### config.mk
export PLATFORM = sky130hd
export DESIGN_NAME = ssc_spread_ctrl
export DESIGN_NICKNAME = d
export VERILOG_FILES = /design/src/hdl/ssc_pkg.sv /design/src/hdl/ssc_spread_ctrl.sv
export SDC_FILE = /design/constraint.sdc
export NUM_CORES = 1
export LEC_CHECK = 0
export BUFFER_PORTS_ARGS = -buffer_cell sky130_fd_sc_hd__buf_2
export CELL_PAD_IN_SITES_DETAIL_PLACEMENT = 0
export CELL_PAD_IN_SITES_GLOBAL_PLACEMENT = 1
export CORE_AREA = 5 5 106 108
export CTS_CLUSTER_SIZE = 25
export DETAILED_ROUTE_END_ITERATION = 8
export DIE_AREA = 0 0 111 113
export PLACE_DENSITY = 0.81
export SLEW_MARGIN = 25
export SYNTH_ARGS = -nofsm -noshare
export SYNTH_HDL_FRONTEND = slang
export SYNTH_SLANG_ARGS = --single-unit
### constraint.sdc
create_clock -name sys_clk -period 3.61 [get_ports sys_clk]
set_input_delay 0 -clock sys_clk [delete_from_list [all_inputs] [get_ports sys_clk]]
set_output_delay 0 -clock sys_clk [all_outputs]
set_load 0.01 [all_outputs]
### src/hdl/ssc_pkg.sv
// Purpose: shared constants and types for the spread clock control block
// Assumes: AXI4-Lite register access, 40 MHz system clock
// Notes:   register byte address is four times the register index
package ssc_pkg;

  // ==========================================================
  // register map (indices; byte address = index * 4)
  // ==========================================================
  localparam logic [5:0] IDX_LOOP_CTRL2   = 6'h19;
  localparam logic [5:0] IDX_SPREAD_CTRL1 = 6'h1a;
  localparam logic [5:0] IDX_SPREAD_CMD   = 6'h1b;
  localparam logic [5:0] IDX_SPREAD_STAT  = 6'h1d;

  localparam logic [7:0] LOOP_CTRL2_RST   = 8'h18;
  localparam logic [7:0] SPREAD_CTRL1_RST = 8'h00;
  localparam logic [7:0] LOOP_CTRL2_MASK  = 8'h1f;
  localparam int         CMD_LOAD_BIT     = 7;

  localparam logic [1:0] RESP_OKAY   = 2'b00;
  localparam logic [1:0] RESP_SLVERR = 2'b10;

  // ==========================================================
  // field layouts
  // ==========================================================
  typedef struct packed {
    logic [1:0] rate;
    logic       boost;
    logic       gain;
    logic [1:0] width;
    logic       sync;
    logic       enable;
  } ssc_cfg_t;

  typedef struct packed {
    logic [2:0] reserved;
    logic [1:0] pump;
    logic [2:0] filter;
  } ssc_loop_t;

  localparam logic [1:0] RATE_1X = 2'b00;
  localparam logic [1:0] RATE_2X = 2'b01;
  localparam logic [1:0] RATE_4X = 2'b10;

  // peak offset per width code, in 1/56 divide units
  localparam logic [7:0] AMP_W0 = 8'h10;
  localparam logic [7:0] AMP_W1 = 8'h08;
  localparam logic [7:0] AMP_W2 = 8'h04;
  localparam logic [7:0] AMP_W3 = 8'h02;

  localparam logic [7:0] STEP_NORMAL = 8'h02;
  localparam logic [7:0] STEP_BOOST  = 8'h01;

  // ==========================================================
  // timing
  // ==========================================================
  localparam int CLK_PERIOD_NS = 25;
  localparam int MOD_STEP_NS   = 1600;
  localparam int MOD_STEP_CYC  = MOD_STEP_NS / CLK_PERIOD_NS;

  typedef enum logic [1:0] {
    SSC_IDLE,
    SSC_WAIT_SYNC,
    SSC_RUN
  } ssc_state_t;

endpackage

### src/hdl/ssc_spread_ctrl.sv
// Purpose: spread modulator control with AXI4-Lite registers
// Assumes: line sync pulse arrives from a pin, asynchronous to sys_clk
// Notes:   divide offset output is signed, in 1/56 divide units
//
// What this block does
// [RQ1] rate field bits 7:6 scales modulation rate 1x, 2x, 4x; 11 reserved
// [RQ2] software keeps line length at most 32,768 when 4x is chosen
// [RQ3] boost clear steps the divide ratio by 1/28
// [RQ4] boost set steps the divide ratio by 1/56; peak spread stays set by width and gain
// [RQ5] software keeps pixel rate at most 25 MHz with boost set
// [RQ6] width bits 3:2 choose 5, 2.5, 1.25 or 0.625 percent total
// [RQ7] gain bit 4 doubles every selected width
// [RQ8] bit 0 enables spread; sync clear starts modulation at once
// [RQ9] sync set holds modulation until next line sync pulse
// [RQ10] software sets charge pump field to 00 before spreading
// [RQ11] software sets filter field to 111 when spreading
// [RQ12] enable rising edge reloads the state machine like load command
// [RQ13] settings changed while running apply only at next reload, except enable clear, which stops spreading at once
`timescale 1ns/100ps
module ssc_spread_ctrl (
  input  wire logic       sys_clk,
  input  wire logic       rstn,
  input  wire logic [7:0] s_axi_awaddr,
  input  wire logic       s_axi_awvalid,
  output logic            s_axi_awready,
  input  wire logic [31:0] s_axi_wdata,
  input  wire logic [3:0] s_axi_wstrb,
  input  wire logic       s_axi_wvalid,
  output logic            s_axi_wready,
  output logic [1:0]      s_axi_bresp,
  output logic            s_axi_bvalid,
  input  wire logic       s_axi_bready,
  input  wire logic [7:0] s_axi_araddr,
  input  wire logic       s_axi_arvalid,
  output logic            s_axi_arready,
  output logic [31:0]     s_axi_rdata,
  output logic [1:0]      s_axi_rresp,
  output logic            s_axi_rvalid,
  input  wire logic       s_axi_rready,
  input  wire logic       line_sync_interval,
  output logic [1:0]      loop_pump_current,
  output logic [2:0]      loop_filter_bw,
  output logic            spread_active,
  output logic [7:0]      div_offset
);

  // ==========================================================
  // helpers
  // ==========================================================
  function automatic logic hit(input logic [7:0] a, input logic [5:0] idx);
    return (a[1:0] == 2'b00) && (a[7:2] == idx);
  endfunction

  function automatic logic [7:0] width_amp(input logic [1:0] w,
                                           input logic       g);
    logic [7:0] a;
    case (w)
      2'b00:   a = ssc_pkg::AMP_W0;
      2'b01:   a = ssc_pkg::AMP_W1;
      2'b10:   a = ssc_pkg::AMP_W2;
      default: a = ssc_pkg::AMP_W3;
    endcase
    return g ? {a[6:0], 1'b0} : a;
  endfunction

  // ==========================================================
  // register bus
  // ==========================================================
  ssc_pkg::ssc_loop_t loop_reg;
  ssc_pkg::ssc_cfg_t  cfg;
  ssc_pkg::ssc_cfg_t  run_cfg;
  ssc_pkg::ssc_state_t state;
  logic [7:0] aw_addr;
  logic       aw_got;
  logic [7:0] w_data;
  logic       w_strb0;
  logic       w_got;
  logic       do_write;
  logic       load_req;
  logic       reload;

  assign s_axi_awready = !aw_got && !s_axi_bvalid;
  assign s_axi_wready  = !w_got && !s_axi_bvalid;
  assign s_axi_arready = !s_axi_rvalid;
  assign do_write      = aw_got && w_got && !s_axi_bvalid;

  always_ff @(posedge sys_clk or negedge rstn)
  begin
    if (!rstn)
    begin
      aw_got  <= 1'b0;
      aw_addr <= 8'h00;
    end
    else if (s_axi_awvalid && s_axi_awready)
    begin
      aw_got  <= 1'b1;
      aw_addr <= s_axi_awaddr;
    end
    else if (do_write)
      aw_got <= 1'b0;
  end

  always_ff @(posedge sys_clk or negedge rstn)
  begin
    if (!rstn)
    begin
      w_got   <= 1'b0;
      w_data  <= 8'h00;
      w_strb0 <= 1'b0;
    end
    else if (s_axi_wvalid && s_axi_wready)
    begin
      w_got   <= 1'b1;
      w_data  <= s_axi_wdata[7:0];
      w_strb0 <= s_axi_wstrb[0];
    end
    else if (do_write)
      w_got <= 1'b0;
  end

  always_ff @(posedge sys_clk or negedge rstn)
  begin
    if (!rstn)
    begin
      s_axi_bvalid <= 1'b0;
      s_axi_bresp  <= ssc_pkg::RESP_OKAY;
    end
    else if (do_write)
    begin
      s_axi_bvalid <= 1'b1;
      if (hit(aw_addr, ssc_pkg::IDX_LOOP_CTRL2) ||
          hit(aw_addr, ssc_pkg::IDX_SPREAD_CTRL1) ||
          hit(aw_addr, ssc_pkg::IDX_SPREAD_CMD))
        s_axi_bresp <= ssc_pkg::RESP_OKAY;
      else
        s_axi_bresp <= ssc_pkg::RESP_SLVERR;
    end
    else if (s_axi_bready)
      s_axi_bvalid <= 1'b0;
  end

  // reserved bits 7:5 stay zero
  always_ff @(posedge sys_clk or negedge rstn)
  begin
    if (!rstn)
    begin
      loop_reg <= ssc_pkg::LOOP_CTRL2_RST;
      cfg      <= ssc_pkg::SPREAD_CTRL1_RST;
    end
    else if (do_write && w_strb0)
    begin
      if (hit(aw_addr, ssc_pkg::IDX_LOOP_CTRL2))
        loop_reg <= w_data & ssc_pkg::LOOP_CTRL2_MASK;
      if (hit(aw_addr, ssc_pkg::IDX_SPREAD_CTRL1))
        cfg <= w_data;
    end
  end

  // [RQ12] enable edge reload
  assign load_req = do_write && w_strb0 &&
    ((hit(aw_addr, ssc_pkg::IDX_SPREAD_CTRL1) && w_data[0] && !cfg.enable)
     || (hit(aw_addr, ssc_pkg::IDX_SPREAD_CMD) &&
         w_data[ssc_pkg::CMD_LOAD_BIT]));

  always_ff @(posedge sys_clk or negedge rstn)
  begin
    if (!rstn)
      reload <= 1'b0;
    else
      reload <= load_req;
  end

  always_ff @(posedge sys_clk or negedge rstn)
  begin
    if (!rstn)
    begin
      s_axi_rvalid <= 1'b0;
      s_axi_rdata  <= 32'h0000_0000;
      s_axi_rresp  <= ssc_pkg::RESP_OKAY;
    end
    else if (s_axi_arvalid && s_axi_arready)
    begin
      s_axi_rvalid <= 1'b1;
      s_axi_rresp  <= ssc_pkg::RESP_OKAY;
      s_axi_rdata  <= 32'h0000_0000;
      if (hit(s_axi_araddr, ssc_pkg::IDX_LOOP_CTRL2))
        s_axi_rdata[7:0] <= loop_reg;
      else if (hit(s_axi_araddr, ssc_pkg::IDX_SPREAD_CTRL1))
        s_axi_rdata[7:0] <= cfg;
      else if (hit(s_axi_araddr, ssc_pkg::IDX_SPREAD_STAT))
        s_axi_rdata[15:0] <= {div_offset, 6'b00_0000,
                              state == ssc_pkg::SSC_WAIT_SYNC,
                              spread_active};
      else if (!hit(s_axi_araddr, ssc_pkg::IDX_SPREAD_CMD))
        s_axi_rresp <= ssc_pkg::RESP_SLVERR;
    end
    else if (s_axi_rready)
      s_axi_rvalid <= 1'b0;
  end

  // pump and filter are applied by software before spreading
  // [RQ10] pump field output
  assign loop_pump_current = loop_reg.pump;
  // [RQ11] filter field output
  assign loop_filter_bw = loop_reg.filter;

  // ==========================================================
  // line sync input
  // ==========================================================
  logic ls_meta;
  logic ls_sync;
  logic ls_last;
  logic ls_pulse;

  always_ff @(posedge sys_clk or negedge rstn)
  begin
    if (!rstn)
    begin
      ls_meta <= 1'b0;
      ls_sync <= 1'b0;
      ls_last <= 1'b0;
    end
    else
    begin
      ls_meta <= line_sync_interval;
      ls_sync <= ls_meta;
      ls_last <= ls_sync;
    end
  end

  assign ls_pulse = ls_sync && !ls_last;

  // ==========================================================
  // modulation state
  // ==========================================================
  logic [5:0] tick_cnt;
  logic [5:0] tick_mask;
  logic       step_tick;
  logic [7:0] amp;
  logic [7:0] step;
  logic       dir_down;
  logic [7:0] next_offset;

  // [RQ13] shadow taken only at reload
  always_ff @(posedge sys_clk or negedge rstn)
  begin
    if (!rstn)
      run_cfg <= ssc_pkg::SPREAD_CTRL1_RST;
    else if (reload)
      run_cfg <= cfg;
  end

  // [RQ8] start or hold on enable
  always_ff @(posedge sys_clk or negedge rstn)
  begin
    if (!rstn)
      state <= ssc_pkg::SSC_IDLE;
    else if (!cfg.enable)
      state <= ssc_pkg::SSC_IDLE;
    else if (reload)
      state <= cfg.sync ? ssc_pkg::SSC_WAIT_SYNC : ssc_pkg::SSC_RUN;
    else
    begin
      case (state)
        // [RQ9] wait for line sync
        ssc_pkg::SSC_WAIT_SYNC:
          if (ls_pulse)
            state <= ssc_pkg::SSC_RUN;
        default:
          state <= state;
      endcase
    end
  end

  assign spread_active = (state == ssc_pkg::SSC_RUN);

  // free-running base counter keeps tick spacing exact at every rate
  always_ff @(posedge sys_clk or negedge rstn)
  begin
    if (!rstn)
      tick_cnt <= 6'h00;
    else
      tick_cnt <= tick_cnt + 6'h01;
  end

  // [RQ1] rate multiplier, reserved code runs at 1x
  always_comb
  begin
    case (run_cfg.rate)
      ssc_pkg::RATE_2X: tick_mask = 6'(ssc_pkg::MOD_STEP_CYC / 2 - 1);
      ssc_pkg::RATE_4X: tick_mask = 6'(ssc_pkg::MOD_STEP_CYC / 4 - 1);
      default:          tick_mask = 6'(ssc_pkg::MOD_STEP_CYC - 1);
    endcase
  end

  assign step_tick = (tick_cnt & tick_mask) == tick_mask;

  // [RQ6] width and [RQ7] gain set the peak
  assign amp  = width_amp(run_cfg.width, run_cfg.gain);
  // [RQ3] 1/28 step, [RQ4] 1/56 step
  assign step = run_cfg.boost ? ssc_pkg::STEP_BOOST : ssc_pkg::STEP_NORMAL;

  always_comb
  begin
    if (dir_down)
      next_offset = div_offset - step;
    else
      next_offset = div_offset + step;
  end

  // triangle sweep centred on zero offset
  always_ff @(posedge sys_clk or negedge rstn)
  begin
    if (!rstn)
    begin
      div_offset <= 8'h00;
      dir_down   <= 1'b0;
    end
    else if (!spread_active || reload)
    begin
      div_offset <= 8'h00;
      dir_down   <= 1'b0;
    end
    else if (step_tick)
    begin
      div_offset <= next_offset;
      if ($signed(next_offset) >= $signed(amp))
        dir_down <= 1'b1;
      else if ($signed(next_offset) <= -$signed(amp))
        dir_down <= 1'b0;
    end
  end

  // ==========================================================
  // checks
  // ==========================================================
  // stored enable rise must always come with a reload
  a_enable_edge_load: assert property ( // [RQ12]
    @(posedge sys_clk) disable iff (!rstn) $rose(cfg.enable) |-> reload)
    else $error("enable edge did not reload");
  a_unsynced_start: assert property ( // [RQ8]
    @(posedge sys_clk) disable iff (!rstn)
    reload && cfg.enable && !cfg.sync |=> spread_active)
    else $error("unsynced spread did not start");
  a_sync_hold: assert property ( // [RQ9]
    @(posedge sys_clk) disable iff (!rstn)
    state == ssc_pkg::SSC_WAIT_SYNC && !ls_pulse && !reload
    |=> !spread_active)
    else $error("spread began before line sync");
  a_sync_start: assert property ( // [RQ9]
    @(posedge sys_clk) disable iff (!rstn)
    state == ssc_pkg::SSC_WAIT_SYNC && ls_pulse && cfg.enable && !reload
    |=> spread_active)
    else $error("spread missed line sync");
  a_normal_step: assert property ( // [RQ3]
    @(posedge sys_clk) disable iff (!rstn)
    spread_active && $past(spread_active) && !run_cfg.boost && !$past(reload)
    |-> 8'(div_offset - $past(div_offset)) inside {8'h00, 8'h02, 8'hfe})
    else $error("normal step not two units");
  a_boost_step: assert property ( // [RQ4]
    @(posedge sys_clk) disable iff (!rstn)
    spread_active && $past(spread_active) && run_cfg.boost && !$past(reload)
    |-> 8'(div_offset - $past(div_offset)) inside {8'h00, 8'h01, 8'hff})
    else $error("boost step not one unit");
  a_peak_bound: assert property ( // [RQ6]
    @(posedge sys_clk) disable iff (!rstn)
    spread_active |-> $signed(div_offset) <= $signed(amp) &&
                      $signed(div_offset) >= -$signed(amp))
    else $error("offset beyond spread width");
  a_gain_double: assert property ( // [RQ7]
    @(posedge sys_clk) disable iff (!rstn)
    run_cfg.gain && run_cfg.width == 2'b00 |-> amp == 8'h20)
    else $error("gain did not double width");
  a_rate_four: assert property ( // [RQ1]
    @(posedge sys_clk) disable iff (!rstn)
    step_tick && run_cfg.rate == ssc_pkg::RATE_4X
    |-> ##16 (step_tick || run_cfg.rate != ssc_pkg::RATE_4X))
    else $error("4x rate tick spacing wrong");
  a_shadow_hold: assert property ( // [RQ13]
    @(posedge sys_clk) disable iff (!rstn)
    !reload |=> $stable(run_cfg))
    else $error("settings changed mid sweep");

  c_sync_run: cover property (@(posedge sys_clk) disable iff (!rstn)
    state == ssc_pkg::SSC_WAIT_SYNC ##1 spread_active);
  c_boost_peak: cover property (@(posedge sys_clk) disable iff (!rstn)
    spread_active && run_cfg.boost && div_offset == amp);
  c_cmd_reload: cover property (@(posedge sys_clk) disable iff (!rstn)
    spread_active && reload);

endmodule

Word level (Yosys, flattened, before mapping)
Index checks and enable logic that the tools add are counted.
{"block": "totals", "reg_bits": 81, "input_bits": 60, "output_inout_bits": 55, "word_cells": 130}
{"block": "op_classes", "n_addsub": 4, "order_cmp": 2, "n_eq_ne": 16, "muxes": 33, "bitwise_logic": 1, "reduce_logical": 44}
{"op": "8-bit 2-to-1 mux", "count": 8}
{"op": "6-bit by 5-bit equality test with 1-bit output, second input constant", "count": 7}
{"op": "2-bit 2-to-1 mux", "count": 11}
{"op": "1-bit logical AND", "count": 20}
{"op": "16-bit 2-to-1 mux", "count": 1}
{"op": "5-bit case mux with 3 select lines", "count": 1}
{"op": "6-bit case mux with 2 select lines", "count": 1}
{"op": "1-bit 2-to-1 mux", "count": 11}
{"op": "2-bit nonzero test", "count": 5}
{"op": "8-bit by 2-bit adder with 8-bit output", "count": 1}
{"op": "8-bit >= comparator", "count": 1}
{"op": "8-bit less-or-equal comparator", "count": 1}
{"op": "8-bit negation", "count": 1}
{"op": "2-bit AND reduction", "count": 4}
{"op": "8-bit by 2-bit subtractor with 8-bit output", "count": 1}
{"op": "1-bit zero test", "count": 7}
{"op": "6-bit by 1-bit adder with 6-bit output, second input constant", "count": 1}
{"op": "6-bit bitwise AND", "count": 1}
{"op": "2-bit by 1-bit equality test with 1-bit output, second input constant", "count": 3}
{"op": "2-bit equality test, second input constant", "count": 3}
{"op": "6-bit equality test", "count": 1}
{"op": "2-bit zero test", "count": 3}
{"op": "3-bit by 1-bit inequality test with 1-bit output, second input constant", "count": 2}
{"op": "1-bit logical OR", "count": 4}
{"op": "3-bit nonzero test", "count": 1}

Depth between registers and ports, before layout
Gate-level depths: netlist of the first run.
{"block": "logic_depth", "word_depth": 9, "depth_mapped": 16, "depth_no_buf": 16}

Least setup slack after synthesis of the first run
No wires, ideal clock.
{"block": "synth_timing", "kind": "reg-to-reg", "start": "register dir_down", "end": "register dir_down", "setup_time_ns": 0.083, "arrival_time_ns": 2.796, "required_time_ns": 3.527, "slack_ns": 0.732, "stages_incl_launch_ff": 14, "n_path_buf": 0, "synth_period_minus_slack_ns": 2.878, "path_cell_list": "dfrtp_1 -> nand2_1 -> inv_1 -> ha_1 -> nor2b_1 -> o2111ai_1 -> o211a_1 -> a21oi_1 -> xnor2_1 -> ha_1 -> nand3_1 -> o311a_1 -> or3_1 -> o21ai_0"}
{"block": "synth_via", "elab_chain_cells": 5, "elab_cells_between_ends": 8, "classes_between": "order compare (2); mux (4); reduce/logical (2)"}
{"element": "start, declared", "line_no": "ssc_spread_ctrl.sv:241", "rtl": "logic dir_down;"}
{"element": "start signal, assigned", "line_no": "ssc_spread_ctrl.sv:317", "rtl": "dir_down <= 1'b0;"}
{"element": "start signal, assigned", "line_no": "ssc_spread_ctrl.sv:322", "rtl": "dir_down <= 1'b0;"}
{"element": "start signal, assigned", "line_no": "ssc_spread_ctrl.sv:328", "rtl": "dir_down <= 1'b1;"}
{"element": "8-bit 2-to-1 mux (*)", "line_no": "ssc_spread_ctrl.sv:305", "rtl": "if (dir_down)"}
{"element": "8-bit >= comparator", "line_no": "ssc_spread_ctrl.sv:327", "rtl": "if ($signed(next_offset) >= $signed(amp))"}
{"element": "1-bit 2-to-1 mux", "line_no": "ssc_spread_ctrl.sv:327"}
{"element": "1-bit 2-to-1 mux", "line_no": "ssc_spread_ctrl.sv:324", "rtl": "else if (step_tick)"}
{"element": "1-bit 2-to-1 mux", "line_no": "ssc_spread_ctrl.sv:319", "rtl": "else if (!spread_active || reload)"}
Mark *: on every way between the ends. The rest lies on a longest branch, timed or not. The select of a mux whose other input is x is not followed.
A chain may end at the register's enable or synchronous reset.

Final worst setup path of the first run
Same ends and word-level chain as after synthesis.

==> results of run 1 <==
-- layer usage --
layer  global-route usage  vias to the layer above  part of all wire  wire [um]
li1                     -                     1414                 -          -
met1                0.163                     1422              0.44       3640
met2                0.239                       74              0.49       4060
met3               0.0476                        9             0.063        528
met4               0.0369                        0             0.011         88
met5                    0                        -                 0          0
-- placed cells by master (no fill, tap or decap), types with 3 or more instances in the layout --
cell type / synthesis / layout
a21oi_1: 10 / 10
a22o_1: 8 / 8
a22oi_1: 4 / 4
and2_1: 4 / 4
buf_2: 0 / 68
clkbuf_8: 0 / 9
conb_1: 1 / 19
dfrtp_1: 77 / 77
dlygate4sd3_1: 0 / 22
ha_1: 19 / 19
inv_1: 20 / 20
mux2_2: 37 / 37
mux2i_1: 8 / 8
nand2_1: 24 / 24
nand2b_1: 4 / 4
nand3_1: 6 / 6
nor2_1: 32 / 31
nor2b_1: 4 / 4
nor3_1: 3 / 3
o21ai_0: 18 / 18
xnor2_1: 11 / 11
-- report_power, final --
| group | leakage (nW) | internal (mW) | switching (mW) | total, mW |
|---|---|---|---|---|
| clock network | 0.104 | 0.394 | 0.340 | 0.735 |
| registers | 1.02 | 1.02 | 0.0991 | 1.12 |
| logic | 1.24 | 0.193 | 0.156 | 0.348 |
| total | 2.36 | 1.61 | 0.595 | 2.21 |
-- cell families (layout without fill, tap and decap cells) --
family,after synthesis,in the layout
buf+inv,47,129
other cells,1,19
xor+xnor,13,13
mux,45,45
simple gates,94,94
fa+ha+maj,20,20
compound gates,62,62
flops,79,79
-- layout make-up --
| type | instances | area, um2 | share of cell area |
|---|---|---|---|
| clock buffers | 10 | 128 | 0.0263 |
| clock inverters | 6 | 92.6 | 0.0191 |
| inverters | 21 | 78.8 | 0.0162 |
| multi-input cells | 253 | 1830 | 0.376 |
| flip-flops and latches | 79 | 1980 | 0.408 |
| well taps | 136 | 170 | 0.0351 |
| repair buffers | 92 | 579 | 0.119 |
-- worst min path at each step --
stage / from / to / slack [ps] / cells past startpoint
after floorplan: rstn / aw_addr[0]$_DFFE_PN0P_ / -300 / 0
after global placement: line_sync_interval / ls_meta$_DFF_PN0_ / 110 / 1
after detailed placement: line_sync_interval / ls_meta$_DFF_PN0_ / 110 / 1
after CTS: s_axi_araddr[3] / s_axi_rresp[1]$_DFFE_PN0P_ / 30 / 4
after global routing: s_axi_araddr[2] / s_axi_rdata[6]$_DFFE_PN0P_ / 90 / 4
final: s_axi_araddr[3] / s_axi_rresp[1]$_DFFE_PN0P_ / 60 / 4
-- stage by stage --
| stage | instance area (um2) | util | hold WS (ps) | setup slack (ps) |
|---|---|---|---|---|
| 6_report | 4850 | 0.479 | 59.5 | 337 |
| 4_1_cts | 4850 | 0.478 | 29.4 | 274 |
| 5_1_grt | 4850 | 0.479 | 89.9 | 26.5 |
| 3_5_place_dp | 4410 | 0.435 | 112 | 297 |
| 3_3_place_gp | 4410 | 0.435 | 110 | 430 |
| 2_1_floorplan | 4060 | - | -296 | 732 |
-- sequential cells by signal (all words and copies together) (netlist names) --
| signal | count |
|---|---|
| s_axi_bresp | 1 |
| run_cfg | 6 |
| cfg | 8 |
| dir_down | 1 |
| reload | 1 |
| w_data | 8 |
| w_got | 1 |
| aw_got | 1 |
| s_axi_bvalid | 1 |
| w_strb0 | 1 |
| s_axi_rresp | 1 |
| s_axi_rdata | 16 |
| ls_last | 1 |
| div_offset | 8 |
| s_axi_rvalid | 1 |
| aw_addr | 8 |
| tick_cnt | 6 |
| ls_sync | 1 |
| state | 2 |
| loop_pump_current | 2 |
| loop_filter_bw | 3 |
| ls_meta | 1 |
-- worst min-delay path: stages --
cell	delay (ps)
buf_2	90
nand2_1	80
a21oi_1	130
o21ai_0	70
==> out/results.txt, run 1 <==
CP max FO = 9
Mux cell area share after synthesis = 0.124
Die height = 113 um
Fmax achieved = 306 MHz
I/O pin total = 115
Initial antenna violation count = 0
Finished Layout Cells = 597
Hold_buf cts = 22
CTS max path bufs = 2
Synth Area in Adders = 0.0646
Tightest Pin Transition = 928 ps
CP dominant cell by count = ha_1
Worst r2r src = dir_down$_DFFE_PN0P_
GRT Util Overall = 0.138
Slew Viols, Final = 0
Post-CTS Resized = 0
Distinct cells, synth = 55
Delay-heaviest family, CP = compound AO/OA/AOI/OAI gates
Crit path to = dir_down$_DFFE_PN0P_
Worst Path Arrival = 3560 ps
Starting Density = 0.394
CTS Root Cell = clkbuf_8
IO buf count = 69
Via Count = 2919
CP Launch Type = register
Worst vdd rail ir drop = 315 uV
Critical path startpoint = dir_down$_DFFE_PN0P_
R2r setup slk = 340 ps
Share of the synthesized area in the top cell type = 0.483
Worst-skew pair later-pin latency = 360 ps
Layout cells sized above 1 = 0.282
DRT Wirelength = 8320 um
Overall die width = 111 um
Compound-gate portion of the synthesized area = 0.107
Inserted Clock Buffers = 9
Slowest CP cell = dfrtp_1
Syn. warnings = 0
Critical path required time = 3890 ps
Status = finished, final reports clean
Mapped Area = 0.00399 mm2
Top-count cell post-synth = dfrtp_1
Post-synth ARST share = 1.00
Final period util = 0.907
Post-synth EDFFs = 0
Iter 0 DRT Violations = 163
Post-route ant nets = 0
CP Class = reg2reg
Skew final = 19.1 ps
Cells after Synth = 361
Vias in the first global route = 2989
Clock tree sinks = 79
RSZ-0062 raised after global routing = false
Core ar. = 0.0101 mm2
Minimum clock period = 3270 ps
Leak Pwr = 2.36 nW
Max transition margin = 0.380
Cell total after placement = 559
Setup TNS Final = 0 ps
DRT Pass-1 Iters = 4
CP Capture Type = register
TritonCTS clock tree = built
Clk slew on worst S/H paths = 90 ps
Area contributors post-synth = dfrtp_1 (48%), mux2_2 (10%), ha_1 (6.0%)
First-pass GRT wire length = 14200 um
DR WL/cell = 13.9 um
Endpoints failing setup = 0
Post-synthesis xor/xnor area fraction = 0.0285
Sequential share of the synthesized area = 0.496
Yosys top cell by area = dfrtp_1
Slowest stage delay, CP = 550 ps
Post-synthesis register bit count = 79
DRC violations left = 0
Final Hold Viols = 0
Hold Crit Class = in2reg
Die area = 0.0125 mm2
Synth top cells by count = dfrtp_1 (77), mux2_2 (37), nor2_1 (32)
GPL Wtd Cong = 0.814
Nets = 536
Reg2Reg Capture Point = dir_down$_DFFE_PN0P_
R2R cell count = 13
Dpl hpwl = 6020 um
Stages on the worst setup path = 13
Fillers = 950
Post-synth top flop = dfrtp_1
Row Count = 37
Cell Chain, Critical Path = nand2_1, inv_1, ha_1, nor2b_1, o2111ai_1, o211a_1, a21oi_1, xnor2_1, ha_1, nand3_1, o311a_1, or3_1, o21ai_0
Avg Inst Size Synth = 11.1 um2
Depth of the CTS H-tree = 3
Post-Synth Simple-Gate Area = 0.115
Largest net degree at the start of global routing = 80
Critical path buffers and inverters = 1
Post-CTS setup buffer count = 0
N_diodes = 0
Main combinational cell family by area after synthesis = multiplexers
Total grt overflow = 0
Max-cap viol count = 0
Power density cells = 454 mW/mm2
Via-to-Cell Ratio = 4.89
Layout area overhead = 21.6%
Overall Power = 2.21 mW
(Power assumes the default switching activity.)
==> inputs of run 2 (changes only) <==
--- a/config.mk
+++ b/config.mk
@@ -12,7 +12,7 @@
 export CTS_CLUSTER_SIZE = 25
 export DETAILED_ROUTE_END_ITERATION = 8
 export DIE_AREA = 0 0 111 113
-export PLACE_DENSITY = 0.81
+export PLACE_DENSITY_LB_ADDON = 0.08
 export SLEW_MARGIN = 25
 export SYNTH_ARGS = -nofsm -noshare
 export SYNTH_HDL_FRONTEND = slang
==> run 2 against run 1 <==
Compared with the run above: combinational power about the same; global-route usage rose by 0.85 points; via count down 0.17%; sequential power hardly changed; register-to-register slack gained 150 ps; die area did not move; power decreased by 5.7%; largest power group unchanged; routed wire length up 5.4%; non-clock buffer count is 5 higher; clock skew fell by 9.2 ps; core utilization barely moved.
==> out/results.txt, run 2 (same netlist as run 1, synthesis figures left out) <==
Status = finished, final reports clean (unchanged)
RSZ-0062 raised after global routing = false (unchanged)
Nets = 541 (was 536)
R2R cell count = 13 (unchanged)
First-pass GRT wire length = 14800 um (was 14200 um)
Endpoints failing setup = 0 (unchanged)
Fmax achieved = 320 MHz (was 306 MHz)
Max transition margin = 0.417 (was 0.380)
Die area = 0.0125 mm2 (unchanged)
Depth of the CTS H-tree = 3 (unchanged)
Tightest Pin Transition = 868 ps (was 928 ps)
Largest net degree at the start of global routing = 80 (unchanged)
I/O pin total = 115 (unchanged)
Finished Layout Cells = 602 (was 597)
Layout cells sized above 1 = 0.288 (was 0.282)
CP dominant cell by count = ha_1 (unchanged)
CP Class = reg2reg (unchanged)
DRT Wirelength = 8770 um (was 8320 um)
DRT Pass-1 Iters = 4 (unchanged)
Core ar. = 0.0101 mm2 (unchanged)
Leak Pwr = 2.37 nW (was 2.36 nW)
Power density cells = 429 mW/mm2 (was 454 mW/mm2)
Max-cap viol count = 0 (unchanged)
CTS max path bufs = 2 (unchanged)
Hold_buf cts = 22 (unchanged)
DR WL/cell = 14.6 um (was 13.9 um)
Vias in the first global route = 2894 (was 2989)
Die height = 113 um (unchanged)
Slowest CP cell = dfrtp_1 (unchanged)
Delay-heaviest family, CP = compound AO/OA/AOI/OAI gates (unchanged)
Cell Chain, Critical Path = nand2_1, inv_1, ha_1, nor2b_1, o2111ai_1, o211a_1, a21oi_1, xnor2_1, ha_1, nand3_1, o311a_1, or3_1, o21ai_0 (unchanged)
Cell total after placement = 564 (was 559)
Via-to-Cell Ratio = 4.84 (was 4.89)
Slew Viols, Final = 0 (unchanged)
Hold Crit Class = in2reg (unchanged)
Slowest stage delay, CP = 430 ps (was 550 ps)
Initial antenna violation count = 0 (unchanged)
Final period util = 0.866 (was 0.907)
CTS Root Cell = clkbuf_8 (unchanged)
Layout area overhead = 21.5% (was 21.6%)
Dpl hpwl = 6470 um (was 6020 um)
Setup TNS Final = 0 ps (unchanged)
Via Count = 2914 (was 2919)
Clock tree sinks = 79 (unchanged)
Total grt overflow = 0 (unchanged)
Critical path required time = 3870 ps (was 3890 ps)
Worst r2r src = run_cfg[5]$_DFFE_PN0P_ (was dir_down$_DFFE_PN0P_)
Starting Density = 0.394 (unchanged)
Critical path startpoint = run_cfg[5]$_DFFE_PN0P_ (was dir_down$_DFFE_PN0P_)
Inserted Clock Buffers = 9 (unchanged)
CP max FO = 6 (was 9)
Worst Hold Launch = s_axi_araddr[6] (was s_axi_araddr[3])
IO buf count = 69 (unchanged)
Row Count = 37 (unchanged)
Skew final = 9.91 ps (was 19.1 ps)
Worst-skew pair later-pin latency = 350 ps (was 360 ps)
Minimum clock period = 3130 ps (was 3270 ps)
Post-route ant nets = 0 (unchanged)
Iter 0 DRT Violations = 74 (was 163)
DRC violations left = 0 (unchanged)
Max FFs per register = 16 (unchanged)
Most frequent cells in the layout = dfrtp_1 (77), buf_2 (68), mux2_2 (37) (unchanged)
Worst vdd rail ir drop = 201 uV (was 315 uV)
Overall die width = 111 um (unchanged)
Commonest non-fill, non-tap cell in the layout = dfrtp_1 (unchanged)
Stages on the worst setup path = 13 (unchanged)
TritonCTS clock tree = built (unchanged)
CP Launch Type = register (unchanged)
Post-CTS Resized = 0 (unchanged)
Final Hold Viols = 0 (unchanged)
WHS Path Cells = 3 (was 4)
Critical path buffers and inverters = 1 (unchanged)
Largest Register = s_axi_rdata (unchanged)
GRT Util Overall = 0.146 (was 0.138)
Post-CTS setup buffer count = 0 (unchanged)
CP Capture Type = register (unchanged)
Worst Path Arrival = 3390 ps (was 3560 ps)
Clk slew on worst S/H paths = 90 ps (about the same)
GPL Wtd Cong = 0.759 (was 0.814)
N_diodes = 0 (unchanged)
[run 2: final timing paths]
path,endpoint,slack [ps]
worst max-delay path,dir_down$_DFFE_PN0P_,480
worst min-delay path,s_axi_rdata[0]$_DFFE_PN0P_,70
worst max register to register,dir_down$_DFFE_PN0P_,480
worst min register to register,ls_sync$_DFF_PN0_,350
max in group asynchronous,s_axi_rdata[8]$_DFFE_PN0P_,2860
min in group asynchronous,tick_cnt[3]$_DFF_PN0_,230
[run 2: worst reg2reg max path, delay by kind of cell (launching register included)]
kind | cells | cell delay [ps]
AO/OA/AOI/OAI | 5 | 1000
XOR/XNOR | 1 | 310
adder cells (fa/ha/maj) | 2 | 540
buffers and inverters | 1 | 50
flip-flops | 1 | 430
AND/OR/NAND/NOR | 4 | 720
[run 2: area by class of cell]
type / count / area, um2
Clock buffer: 10 / 128
Timing Repair Buffer: 97 / 617
Clock inverter: 6 / 52.6
Multi-Input combinational cell: 253 / 1820
Inverter: 21 / 78.8
Tap cell: 136 / 170
Sequential cell: 79 / 1980
Fill cell: 975 / 5290
[run 2: per-stage QoR]
stage          total power [mW]  hold slack [ps]   util  area, um2  setup slack (ps)
2_1_floorplan              1.36             -296      -       4060               732
3_3_place_gp               1.47              110  0.438       4440               532
3_5_place_dp               1.48              114  0.438       4440               491
4_1_cts                    2.11             51.7  0.478       4840               460
5_1_grt                    2.21             59.9  0.478       4850               254
6_report                   2.08             69.5  0.478       4850               484
[run 2: power by group]
part	switching [mW]	internal, mW	total [mW]
clock network	0.347	0.261	0.608
logic	0.156	0.194	0.350
registers	0.0972	1.02	1.12
total	0.601	1.48	2.08
[run 2: metal layers]
metal  vias up  global-route usage  wire length [um]
met5         -                   0                 0
met4         0              0.0427               103
met3        13              0.0374               513
met2        75               0.237              3980
met1      1393               0.195              4170
li1       1433                   -                 -
